File: src/hdl/relay_cmd_pkg.sv
// constants shared by the relay pattern command engine
package relay_cmd_pkg;
   // byte framing
   localparam int BYTE_W = 8;
   localparam logic [7:0] PREFIX_BYTE = 8'hfe;
   localparam logic [7:0] BRANCH_BYTE = 8'h0e;
   localparam logic [7:0] ECHO_BYTE = 8'h55;
   // command codes
   localparam logic [7:0] CMD_INVERT = 8'h1f;
   localparam logic [7:0] CMD_REVERSE = 8'h20;
   localparam logic [7:0] CMD_LINK_TEST = 8'h21;
   localparam logic [7:0] CMD_LOAD = 8'h28;
   localparam logic [7:0] CMD_UNSUPPORTED = 8'h29;
   localparam logic [7:0] CMD_STORE = 8'h2a;
   localparam logic [7:0] CMD_RECALL = 8'h2b;
   localparam logic [7:0] CMD_SELECT = 8'h2c;
   localparam logic [7:0] CMD_DESELECT = 8'h2d;
   localparam logic [7:0] CMD_TOGGLE = 8'h2e;
   localparam logic [7:0] CMD_TIMED_ONE = 8'h2f;
   localparam logic [7:0] CMD_TIMED_PATTERN = 8'h30;
   // time byte fields
   localparam int FEEDBACK_BIT = 7;
   localparam int STEP_BIT = 6;
   localparam int DURATION_W = 6;
   // timing
   localparam int CLK_PERIOD_NS = 10;
   localparam int BASE_STEP_MS = 10;
   localparam int LONG_STEP_MS = 500;
   localparam int BASE_STEP_CYCLES = BASE_STEP_MS * 1000000 / CLK_PERIOD_NS;
   localparam logic [11:0] LONG_STEP_TICKS = 12'(LONG_STEP_MS / BASE_STEP_MS);
   // register port
   localparam logic [7:0] REG_CTRL = 8'h00;
   localparam logic [7:0] REG_STATUS = 8'h04;
   localparam logic CTRL_ENABLE_RST = 1'b1;
   localparam logic [7:0] RELAY_RST = 8'h00;
   localparam int BANKS = 16;
endpackage : relay_cmd_pkg

File: src/hdl/relay_pattern_command_engine.sv
// byte command interpreter driving an 8-relay bank with pattern memory and timers
//
// How it works
// - link characters are eight data bits, one stop bit, no parity
// - code 31 complements every relay bit
// - code 32 mirrors relay bit order, copying states only
// - code 33 sends byte 85 back to the host
// - code 40 loads its parameter byte straight into the relays
// - code 41 does nothing and waits for a new command
// - code 42 saves the relay pattern in memory slot 0 to 15
// - code 43 drives relays from the pattern saved in a slot
// - code 44 turns all relays off, then turns the chosen one on
// - code 45 turns all relays on, then turns the chosen one off
// - code 46 inverts one chosen relay
// - timed periods span 10 ms to 32 s within 5 percent
// - time bit 128 makes the device send 85 when the timer ends
// - time bit 64 picks 0.5 s steps instead of 10 ms steps
// - code 47 turns one relay on for the period, others untouched
// - code 47 on a relay already on has no effect
// - code 48 applies start pattern, waits, then applies end pattern
// - every byte arriving while a timer runs is discarded
`timescale 1ns/100ps
`default_nettype none
module relay_pattern_command_engine import relay_cmd_pkg::*; #(
   parameter int TICK_CYCLES = BASE_STEP_CYCLES
) (
   // clock and reset
   input wire logic i_clk,
   input wire logic i_sys_rst,
   // received byte stream from the serial receiver
   input wire logic [relay_cmd_pkg::BYTE_W-1:0] i_rx_data,
   input wire logic i_rx_valid,
   // reply byte to the serial transmitter
   output logic [relay_cmd_pkg::BYTE_W-1:0] o_tx_data,
   output logic o_tx_valid,
   // relay drive
   output logic [7:0] o_relay,
   output logic o_busy,
   // register port
   input wire logic [7:0] i_reg_addr,
   input wire logic [31:0] i_reg_wdata,
   input wire logic i_reg_wr,
   input wire logic i_reg_rd,
   output logic [31:0] o_reg_rdata
);
   import relay_cmd_pkg::*;

   typedef enum logic [2:0] {
      ST_IDLE = 3'b000,
      ST_BRANCH = 3'b001,
      ST_CMD = 3'b010,
      ST_P1 = 3'b011,
      ST_P2 = 3'b100,
      ST_P3 = 3'b101,
      ST_SEL = 3'b110,
      ST_TIME = 3'b111
   } state_e;

   typedef struct packed {
      state_e st;
      logic en;
      logic [7:0] cmd;
      logic [7:0] tbyte;
      logic [7:0] p1;
      logic [7:0] p2;
      logic [7:0] relay;
      logic [BANKS-1:0][7:0] mem;
      logic [31:0] div;
      logic [11:0] ticks;
      logic [7:0] tx_data;
      logic tx_valid;
      logic busy;
      logic [31:0] rdata;
   } state_s;

   state_s s_q;
   state_s s_d;
   logic tick;
   logic take;

   function automatic logic [7:0] rev8(input logic [7:0] v);
      logic [7:0] r;
      r = '0;
      for (int i = 0; i < 8; i++) begin
         r[i] = v[7-i];
      end
      return r;
   endfunction : rev8

   // period in base steps: (duration + 1) times the step size
   function automatic logic [11:0] ticks_of(input logic [7:0] tb);
      logic [11:0] n;
      n = 12'(tb[DURATION_W-1:0]) + 12'h001;
      if (tb[STEP_BIT]) begin
         n = 12'(n * LONG_STEP_TICKS);
      end
      return n;
   endfunction : ticks_of

   ////////////////////////////////////////////////////////////////////////////
   always_comb begin
      s_d = s_q;
      s_d.tx_valid = 1'b0;
      s_d.rdata = '0;
      tick = 1'b0;
      // bytes are dropped while disabled, timing or mid select
      take = i_rx_valid && s_q.en && (s_q.st != ST_TIME) && (s_q.st != ST_SEL);

      // register port
      if (i_reg_wr && i_reg_addr == REG_CTRL) begin
         s_d.en = i_reg_wdata[0];
      end
      if (i_reg_rd) begin
         unique case (i_reg_addr)
            REG_CTRL: s_d.rdata = {31'h0, s_q.en};
            REG_STATUS: s_d.rdata = {23'h0, s_q.st == ST_TIME, s_q.relay};
            default: s_d.rdata = '0;
         endcase
      end

      // timer: divider restarts at each start so the first step is full
      if (s_q.st == ST_TIME) begin
         if (s_q.div == 32'(TICK_CYCLES - 1)) begin
            s_d.div = '0;
            tick = 1'b1;
         end else begin
            s_d.div = s_q.div + 32'h1;
         end
         if (tick) begin
            if (s_q.ticks == 12'h001) begin
               if (s_q.cmd == CMD_TIMED_ONE) begin
                  s_d.relay[s_q.p2[2:0]] = 1'b0;
               end else begin
                  s_d.relay = s_q.p2;
               end
               if (s_q.tbyte[FEEDBACK_BIT]) begin
                  s_d.tx_data = ECHO_BYTE;
                  s_d.tx_valid = 1'b1;
               end
               s_d.st = ST_IDLE;
            end else begin
               s_d.ticks = s_q.ticks - 12'h001;
            end
         end
      end

      // second half of break-before-make / make-before-break
      if (s_q.st == ST_SEL) begin
         s_d.relay[s_q.p1[2:0]] = (s_q.cmd == CMD_SELECT);
         s_d.st = ST_IDLE;
      end

      if (take) begin
         unique case (s_q.st)
            ST_IDLE: begin
               if (i_rx_data == PREFIX_BYTE) begin
                  s_d.st = ST_BRANCH;
               end
            end
            ST_BRANCH: begin
               if (i_rx_data == BRANCH_BYTE) begin
                  s_d.st = ST_CMD;
               end else if (i_rx_data != PREFIX_BYTE) begin
                  s_d.st = ST_IDLE;
               end
            end
            ST_CMD: begin
               s_d.cmd = i_rx_data;
               s_d.st = ST_IDLE;
               unique case (i_rx_data)
                  CMD_INVERT: s_d.relay = ~s_q.relay;
                  CMD_REVERSE: s_d.relay = rev8(s_q.relay);
                  CMD_LINK_TEST: begin
                     s_d.tx_data = ECHO_BYTE;
                     s_d.tx_valid = 1'b1;
                  end
                  CMD_LOAD, CMD_STORE, CMD_RECALL, CMD_SELECT, CMD_DESELECT,
                  CMD_TOGGLE, CMD_TIMED_ONE, CMD_TIMED_PATTERN: s_d.st = ST_P1;
                  default: s_d.st = ST_IDLE;
               endcase
            end
            ST_P1: begin
               s_d.p1 = i_rx_data;
               s_d.st = ST_IDLE;
               unique case (s_q.cmd)
                  CMD_LOAD: s_d.relay = i_rx_data;
                  CMD_STORE: s_d.mem[i_rx_data[3:0]] = s_q.relay;
                  CMD_RECALL: s_d.relay = s_q.mem[i_rx_data[3:0]];
                  CMD_SELECT: begin
                     s_d.relay = 8'h00;
                     s_d.st = ST_SEL;
                  end
                  CMD_DESELECT: begin
                     s_d.relay = 8'hff;
                     s_d.st = ST_SEL;
                  end
                  CMD_TOGGLE: s_d.relay[i_rx_data[2:0]] = ~s_q.relay[i_rx_data[2:0]];
                  default: begin
                     s_d.tbyte = i_rx_data;
                     s_d.st = ST_P2;
                  end
               endcase
            end
            ST_P2: begin
               s_d.p2 = i_rx_data;
               if (s_q.cmd == CMD_TIMED_ONE) begin
                  if (s_q.relay[i_rx_data[2:0]]) begin
                     s_d.st = ST_IDLE;
                  end else begin
                     s_d.relay[i_rx_data[2:0]] = 1'b1;
                     s_d.ticks = ticks_of(s_q.tbyte);
                     s_d.div = '0;
                     s_d.st = ST_TIME;
                  end
               end else begin
                  s_d.st = ST_P3;
               end
            end
            ST_P3: begin
               s_d.relay = s_q.p2;
               s_d.p2 = i_rx_data;
               s_d.ticks = ticks_of(s_q.tbyte);
               s_d.div = '0;
               s_d.st = ST_TIME;
            end
            default: s_d.st = s_q.st;
         endcase
      end
      // busy kept as its own flop so the pin is registered
      s_d.busy = (s_d.st == ST_TIME);
   end

   always_ff @(posedge i_clk or posedge i_sys_rst) begin
      if (i_sys_rst) begin
         s_q <= '0;
         s_q.en <= CTRL_ENABLE_RST;
         s_q.relay <= RELAY_RST;
      end else begin
         s_q <= s_d;
      end
   end

   assign o_relay = s_q.relay;
   assign o_tx_data = s_q.tx_data;
   assign o_tx_valid = s_q.tx_valid;
   assign o_busy = s_q.busy;
   assign o_reg_rdata = s_q.rdata;
endmodule : relay_pattern_command_engine
`default_nettype wire

File: config.mk
export PLATFORM = sky130hd
export DESIGN_NAME = relay_pattern_command_engine
export DESIGN_NICKNAME = d
export VERILOG_FILES = /design/src/hdl/relay_cmd_pkg.sv /design/src/hdl/relay_pattern_command_engine.sv
export SDC_FILE = /design/constraint.sdc
export NUM_CORES = 1
export LEC_CHECK = 0
export BUFFER_PORTS_ARGS = -buffer_cell sky130_fd_sc_hd__buf_2
export CAP_MARGIN = 20
export CORE_AREA = 2 2 182 184
export CTS_CLUSTER_DIAMETER = 200
export CTS_CLUSTER_SIZE = 24
export DETAILED_ROUTE_END_ITERATION = 10
export DIE_AREA = 0 0 184 186
export SLEW_MARGIN = 20
export SYNTH_ARGS = -nofsm -noshare
export SYNTH_HDL_FRONTEND = slang
export SYNTH_SLANG_ARGS = --single-unit
File: constraint.sdc
create_clock -name i_clk -period 7.29 [get_ports i_clk]
set_clock_uncertainty 0.1 [all_clocks]
set_input_delay 1.458 -clock i_clk [delete_from_list [all_inputs] [get_ports i_clk]]
set_output_delay 1.458 -clock i_clk [all_outputs]
set_load 0.005 [all_outputs]
==> summary.md, run 1 <==
| Metric | Value |
|---|---|
| Number of synthesized flops with an enable pin | `0` |
| Combinational Power Share | `16.5%` |
| Type of the worst min-delay path | `register to register` |
| Layout Utilization | `41.4%` |
| Die Y | `186 um` |
| Crit path buf inv count | `2` |
| Post-Syn Area | `12800 um2` |
| Core Rows | `66` |
| Avg Cell Area, Syn | `10.0 um2` |
| Root Buffer | `clkbuf_16` |
| RSZ-0062 raised after global routing | `no` |
| Count of final setup violators | `0` |
| Register area | `5760 um2` |
| Vias per inst | `5.60` |
| Period utilization | `57.7%` |
| Net Sw Frac | `31.8%` |
| DP Wirelength | `22.6 mm` |
| CP peak stage delay | `0.82 ns` |
| Core area | `32200 um2` |
| Post-route minimum period | `4.20 ns` |
| Layout Nets | `1328` |
| Pwr/cell area | `195 nW/um2` |
| Setup crit start kind | `primary input` |
| CP max-delay cell | `a2111oi_0` |
| Ratio of cells with drive above 1 in the final layout | `16.2%` |
| DRC Markers | `0` |
| Fillcell total | `3210` |
| Clock Sinks | `230` |
| Static Leakage | `0.00602 uW` |
| Ys flop type | `dfrtp_1` |
| Die Width | `184 um` |
| Synthesis-to-finish area growth | `4.51%` |
| Hold_buf cts | `0` |
| Flop pwr share | `54.2%` |
| Internal cell power | `1780 uW` |
| #FFs+latches synth | `230` |
| Multi-input logic area | `6270 um2` |
| Fmax | `238 MHz` |
| NetSw | `828 uW` |
| Iteration-0 DRC Markers | `759` |
| Gate count after technology mapping | `1270` |
| CP required | `7.58 ns` |
| Clock Path Buffers | `3` |
| Setup TNS | `0 ns` |
| Tot GR Track Use | `19.5%` |
| Clock power share | `29.3%` |
| Slew HR | `29.0%` |
| DR vias | `9292` |
| Worst slew pin tran | `1.06 ns` |
| Final max-slew violation count | `0` |
| Num CTS Buffers | `13` |
| CP arrival | `4.49 ns` |
| CP Class | `primary input to register` |
| Vias in the first global route | `9223` |
| Worst-path maximum fanout | `31` |
| H-tree depth | `1` |
| Antenna-violating nets left | `0` |
| Placer Congestion | `0.938` |
| Initial core utilization | `39.6%` |
| Seq/Total Area, Yosys | `45.1%` |
| Worst skew pair latency | `0.49 ns` |
| Yosys cell types | `83` |
| Outcome | `completed` |
| # IOs | `103` |
| Max Cap Viol | `0` |
| Worst ir drop on vdd | `0.000159 V` |
| Post-CTS Setup Repair Bufs | `0` |
| Crit. End Element | `register` |
| Global-route wire length before repair | `52.3 mm` |
| CP top delay family | `compound AO/OA/AOI/OAI gates` |
| DIE AREA | `34200 um2` |
| Final hold vios | `0` |
| Critical path, cell by cell | `buf_2 > buf_4 > mux4_2 > a21oi_1 > a211oi_1 > a2111oi_0 > o32ai_1 > a22o_1` |
| Clock slew seen by the registers of the worst setup and hold paths | `0.10 ns` |
| Resize count post-CTS | `0` |
| Drt first pass iters | `6` |
| Routed Wire Length | `32.4 mm` |
| PortBufs | `48` |
| Grt total ovfl | `0` |
| Synthesis Warnings | `0` |
| Initial antenna violation count | `1` |
| Post-synth ARST share | `100%` |
| WL/cell | `19.5 um` |
| Pin count of the biggest net entering global routing | `141` |
| Clock tree from TritonCTS | `built` |
layout make-up:
cell class / instances / area share (%)
antenna: 2 / 0.0375
clock buffer: 16 / 2.53
clock inverter: 2 / 0.150
inverter: 35 / 1.01
multi-input combinational: 913 / 47.0
sequential: 230 / 43.2
tap: 408 / 3.83
timing repair buffer: 54 / 2.23
cells in the mapped netlist (13+ instances only):
library cell | instances | area (um2)
xnor2_1 | 17 | 149
mux4_2 | 35 | 788
o21ai_0 | 132 | 661
xor2_1 | 37 | 324
clkbuf_1 | 47 | 176
and3_1 | 18 | 113
buf_4 | 51 | 383
dfrtp_1 | 229 | 5730
nand3_1 | 37 | 185
mux2_2 | 59 | 664
nor2_1 | 89 | 334
nor3_1 | 19 | 95.1
ha_1 | 26 | 325
nand2_1 | 174 | 653
a21oi_1 | 49 | 245
nand4_1 | 16 | 100
inv_1 | 34 | 128
and2_1 | 13 | 81.3
logic make-up after synthesis:
family / after synthesis / share of synthesized area [%]
flip-flops: 230 / 45.1
adder cells (fa/ha/maj): 29 / 2.94
buffers and inverters: 149 / 6.47
XOR/XNOR: 54 / 3.71
multiplexers: 104 / 12.2
AO/OA/AOI/OAI: 262 / 12.1
AND/OR/NAND/NOR: 441 / 17.4
other: 1 / 0.0294
through the flow:
stage	hold slack, ns	total power, uW	setup slack [ns]	cell area [um2]	std cells
floorplan	0.336	1720	2.72	12800	1292
global placement	0.347	1860	2.27	13000	1640
detailed placement	0.359	1870	2.22	13000	1640
CTS	0.381	2640	2.71	13300	1658
global route	0.410	2730	2.77	13300	1658
finish	0.374	2610	3.09	13300	1660
cell usage in the layout, fill, tap and decap left out, types with 35 or more instances in the layout:
cell and count:
nor2_1 89, mux4_2 35, buf_2 48, xor2_1 37
o21ai_0 132, mux2_2 59, nand2_1 173, nand3_1 37
dfrtp_1 229, a21oi_1 49
power groups by stage:
stage,sequential [uW],clock (uW),combinational (uW)
after floorplan,1380,0,341
after global placement,1430,0,430
after detailed placement,1430,0,431
after CTS,1410,794,433
after global routing,1420,834,475
final,1410,763,431
per-layer routing:
layer	part of all wire [%]	vias up	track usage, %
li1	-	4377	-
met1	45	4570	27.0
met2	47	289	32.9
met3	5.4	56	2.03
met4	2.8	0	5.02
met5	0	-	0
final timing paths:
check | end | from | slack, ns | cells after the start
worst max register to register | register | s_q[257] | 3.42 | 7
min in group asynchronous | o_tx_data[0] | i_sys_rst | 0.91 | 2
max in group asynchronous | asynchronous set/reset pin | i_sys_rst | 4.93 | 3
worst min register to register | o_tx_data[6] | o_tx_data[6] | 0.37 | 1
worst min-delay path | o_tx_data[6] | o_tx_data[6] | 0.37 | 1
worst max-delay path | o_relay[7] | i_rx_data[1] | 3.09 | 8
No activity file was read; power rests on OpenSTA's default activity.
==> run 2, diff against run 1 <==
==> constraint.sdc (replaced) <==
create_clock -name i_clk -period 3.7 [get_ports i_clk]
set_clock_uncertainty 0.1 [all_clocks]
set_input_delay 0.74 -clock i_clk [delete_from_list [all_inputs] [get_ports i_clk]]
set_output_delay 0.74 -clock i_clk [all_outputs]
set_load 0.005 [all_outputs]
==> summary.md, run 2 (synthesis gave the netlist of run 1 again) <==
| Metric | Value |
|---|---|
| Outcome | `completed` |
| Worst-path maximum fanout | `4` |
| Clock Path Buffers | `3` |
| Core Rows | `66` |
| CP required | `3.95 ns` |
| Fmax | `284 MHz` |
| Antenna-violating nets left | `0` |
| Clock tree from TritonCTS | `built` |
| Hold_buf cts | `0` |
| Tot GR Track Use | `19.5%` |
| CP arrival | `3.77 ns` |
| Clock power share | `29.0%` |
| Clock slew seen by the registers of the worst setup and hold paths | `0.11 ns` |
| CP Class | `register to register` |
| DIE AREA | `34200 um2` |
| Iteration-0 DRC Markers | `606` |
| Initial antenna violation count | `2` |
| Internal cell power | `3540 uW` |
| Net Sw Frac | `31.7%` |
| Final hold vios | `0` |
| Flop pwr share | `53.4%` |
| Register area | `5760 um2` |
| Worst Slack Setup Final | `0.184 ns` |
| Count of final setup violators | `0` |
| Layout Utilization | `42.5%` |
| Vias in the first global route | `9209` |
| Num CTS Buffers | `13` |
| Global-route wire length before repair | `52.1 mm` |
| Die Y | `186 um` |
| Worst ir drop on vdd | `0.000384 V` |
| Pre-CTS WS | `0.156 ns` |
| Setup crit start kind | `register` |
| Final max-slew violation count | `0` |
| Max Cap Viol | `0` |
| Slew HR | `44.3%` |
| Combinational Power Share | `17.6%` |
| DP Wirelength | `23.7 mm` |
| Routed Wire Length | `32.9 mm` |
| Placer Congestion | `0.939` |
| Grt total ovfl | `0` |
| Layout Nets | `1374` |
| Fillcell total | `3138` |
| DR vias | `9387` |
| Pwr/cell area | `378 nW/um2` |
| Vias per inst | `5.51` |
| Initial core utilization | `39.6%` |
| Dpl cells | `1684` |
| RSZ-0062 raised after global routing | `no` |
| Period utilization | `95.0%` |
| Finished Layout Cells | `1705` |
| Most common cell after layout, fill and taps aside | `dfrtp_1` |
| Synthesis-to-finish area growth | `7.44%` |
| Die Width | `184 um` |
| Worst slew pin tran | `0.828 ns` |
| WL/cell | `19.3 um` |
| Most frequent cells in the layout | `228 x dfrtp_1, 174 x nand2_1, 132 x o21ai_0, 89 x nor2_1, 59 x mux2_2` |
| DRC Markers | `0` |
| Clock Sinks | `230` |
| PortBufs | `48` |
| Drt first pass iters | `5` |
| Hold WS | `0.217 ns` |
| Crit. End Element | `register` |
| # IOs | `103` |
| Ratio of cells with drive above 1 in the final layout | `19.1%` |
| Type of the worst min-delay path | `primary input to asynchronous set/reset pin` |
| Total power | `5180 uW` |
| H-tree depth | `1` |
| Static Leakage | `0.00625 uW` |
| Root Buffer | `clkbuf_16` |
| NetSw | `1640 uW` |
| Worst skew pair latency | `0.50 ns` |
| Multi-input logic area | `6270 um2` |
| Core area | `32200 um2` |
| Pin count of the biggest net entering global routing | `63` |
| Post-route minimum period | `3.52 ns` |
[run 2: cell types whose count changed in the layout (fill, tap and decap cells not counted)]
| cell | previous run | this run |
|---|---|---|
| dfrtp_2 | 0 | 1 |
| buf_12 | 1 | 3 |
| ha_1 | 26 | 25 |
| buf_4 | 5 | 49 |
| ha_4 | 0 | 1 |
| dfrtp_1 | 229 | 228 |
| nand2_2 | 1 | 0 |
| nor4_2 | 5 | 4 |
| nand2_1 | 173 | 174 |
| diode_2 | 2 | 1 |
| nor4_1 | 9 | 10 |
[run 2: final timing paths]
check / startpoint / endpoint / slack, ns / cells after the start
worst max-delay path: s_q[238] / s_q[53] / 0.18 / 14
worst min-delay path: i_sys_rst / s_q[81] / 0.22 / 2
worst max register to register: s_q[238] / s_q[53] / 0.18 / 14
min in group i_clk: o_tx_data[4] / o_tx_data[4] / 0.37 / 1
worst min register to register: o_tx_data[4] / o_tx_data[4] / 0.37 / 1
max in group asynchronous: i_sys_rst / s_q[60] / 2.56 / 3
[run 2: critical path, stage by stage (launching register included)]
cell,delay [ns]
dfrtp_1,0.43
ha_1,0.23
xor2_1,0.16
buf_4,0.15
ha_1,0.19
ha_1,0.29
fa_1,0.48
ha_1,0.33
a21o_1,0.19
a21o_1,0.19
a21o_1,0.18
a21oi_1,0.17
xnor2_1,0.09
a21oi_1,0.14
a21oi_1,0.05
[run 2: metal layers]
metal / global-route usage, % / share of wire (%) / up-vias
met1: 27.3 / 45 / 4584
met4: 5.73 / 2.9 / 2
li1: - / - / 4461
met5: 0 / 0.058 / -
met3: 3.07 / 5.6 / 59
met2: 31.3 / 46 / 281
[run 2: area by class of cell]
type                       instances  share of cell area (%)
inverter                          35                   0.986
multi-input combinational        913                    45.8
timing repair buffer             100                    4.88
antenna                            1                  0.0183
tap                              408                    3.73
clock inverter                     2                   0.146
sequential                       230                    42.0
clock buffer                      16                    2.46
[run 2: metrics by stage]
stage | instance area [um2] | TNS, ns
6_report | 13700 | 0
3_5_place_dp | 13300 | 0
3_3_place_gp | 13300 | 0
4_1_cts | 13700 | 0
2_1_floorplan | 12800 | -33.69
5_1_grt | 13700 | 0
[run 2: power groups by stage]
stage,Combinational (uW),Clock (uW),Sequential [uW]
after floorplan,673,0,2720
after global placement,900,0,2810
after detailed placement,904,0,2810
after CTS,908,1570,2760
after global routing,1000,1660,2780
final,912,1500,2760
[run 2: repair_timing]
action,in CTS,in global routing
resized for setup,0,2
buffers inserted,0,2
endpoints found under the setup margin,0,1
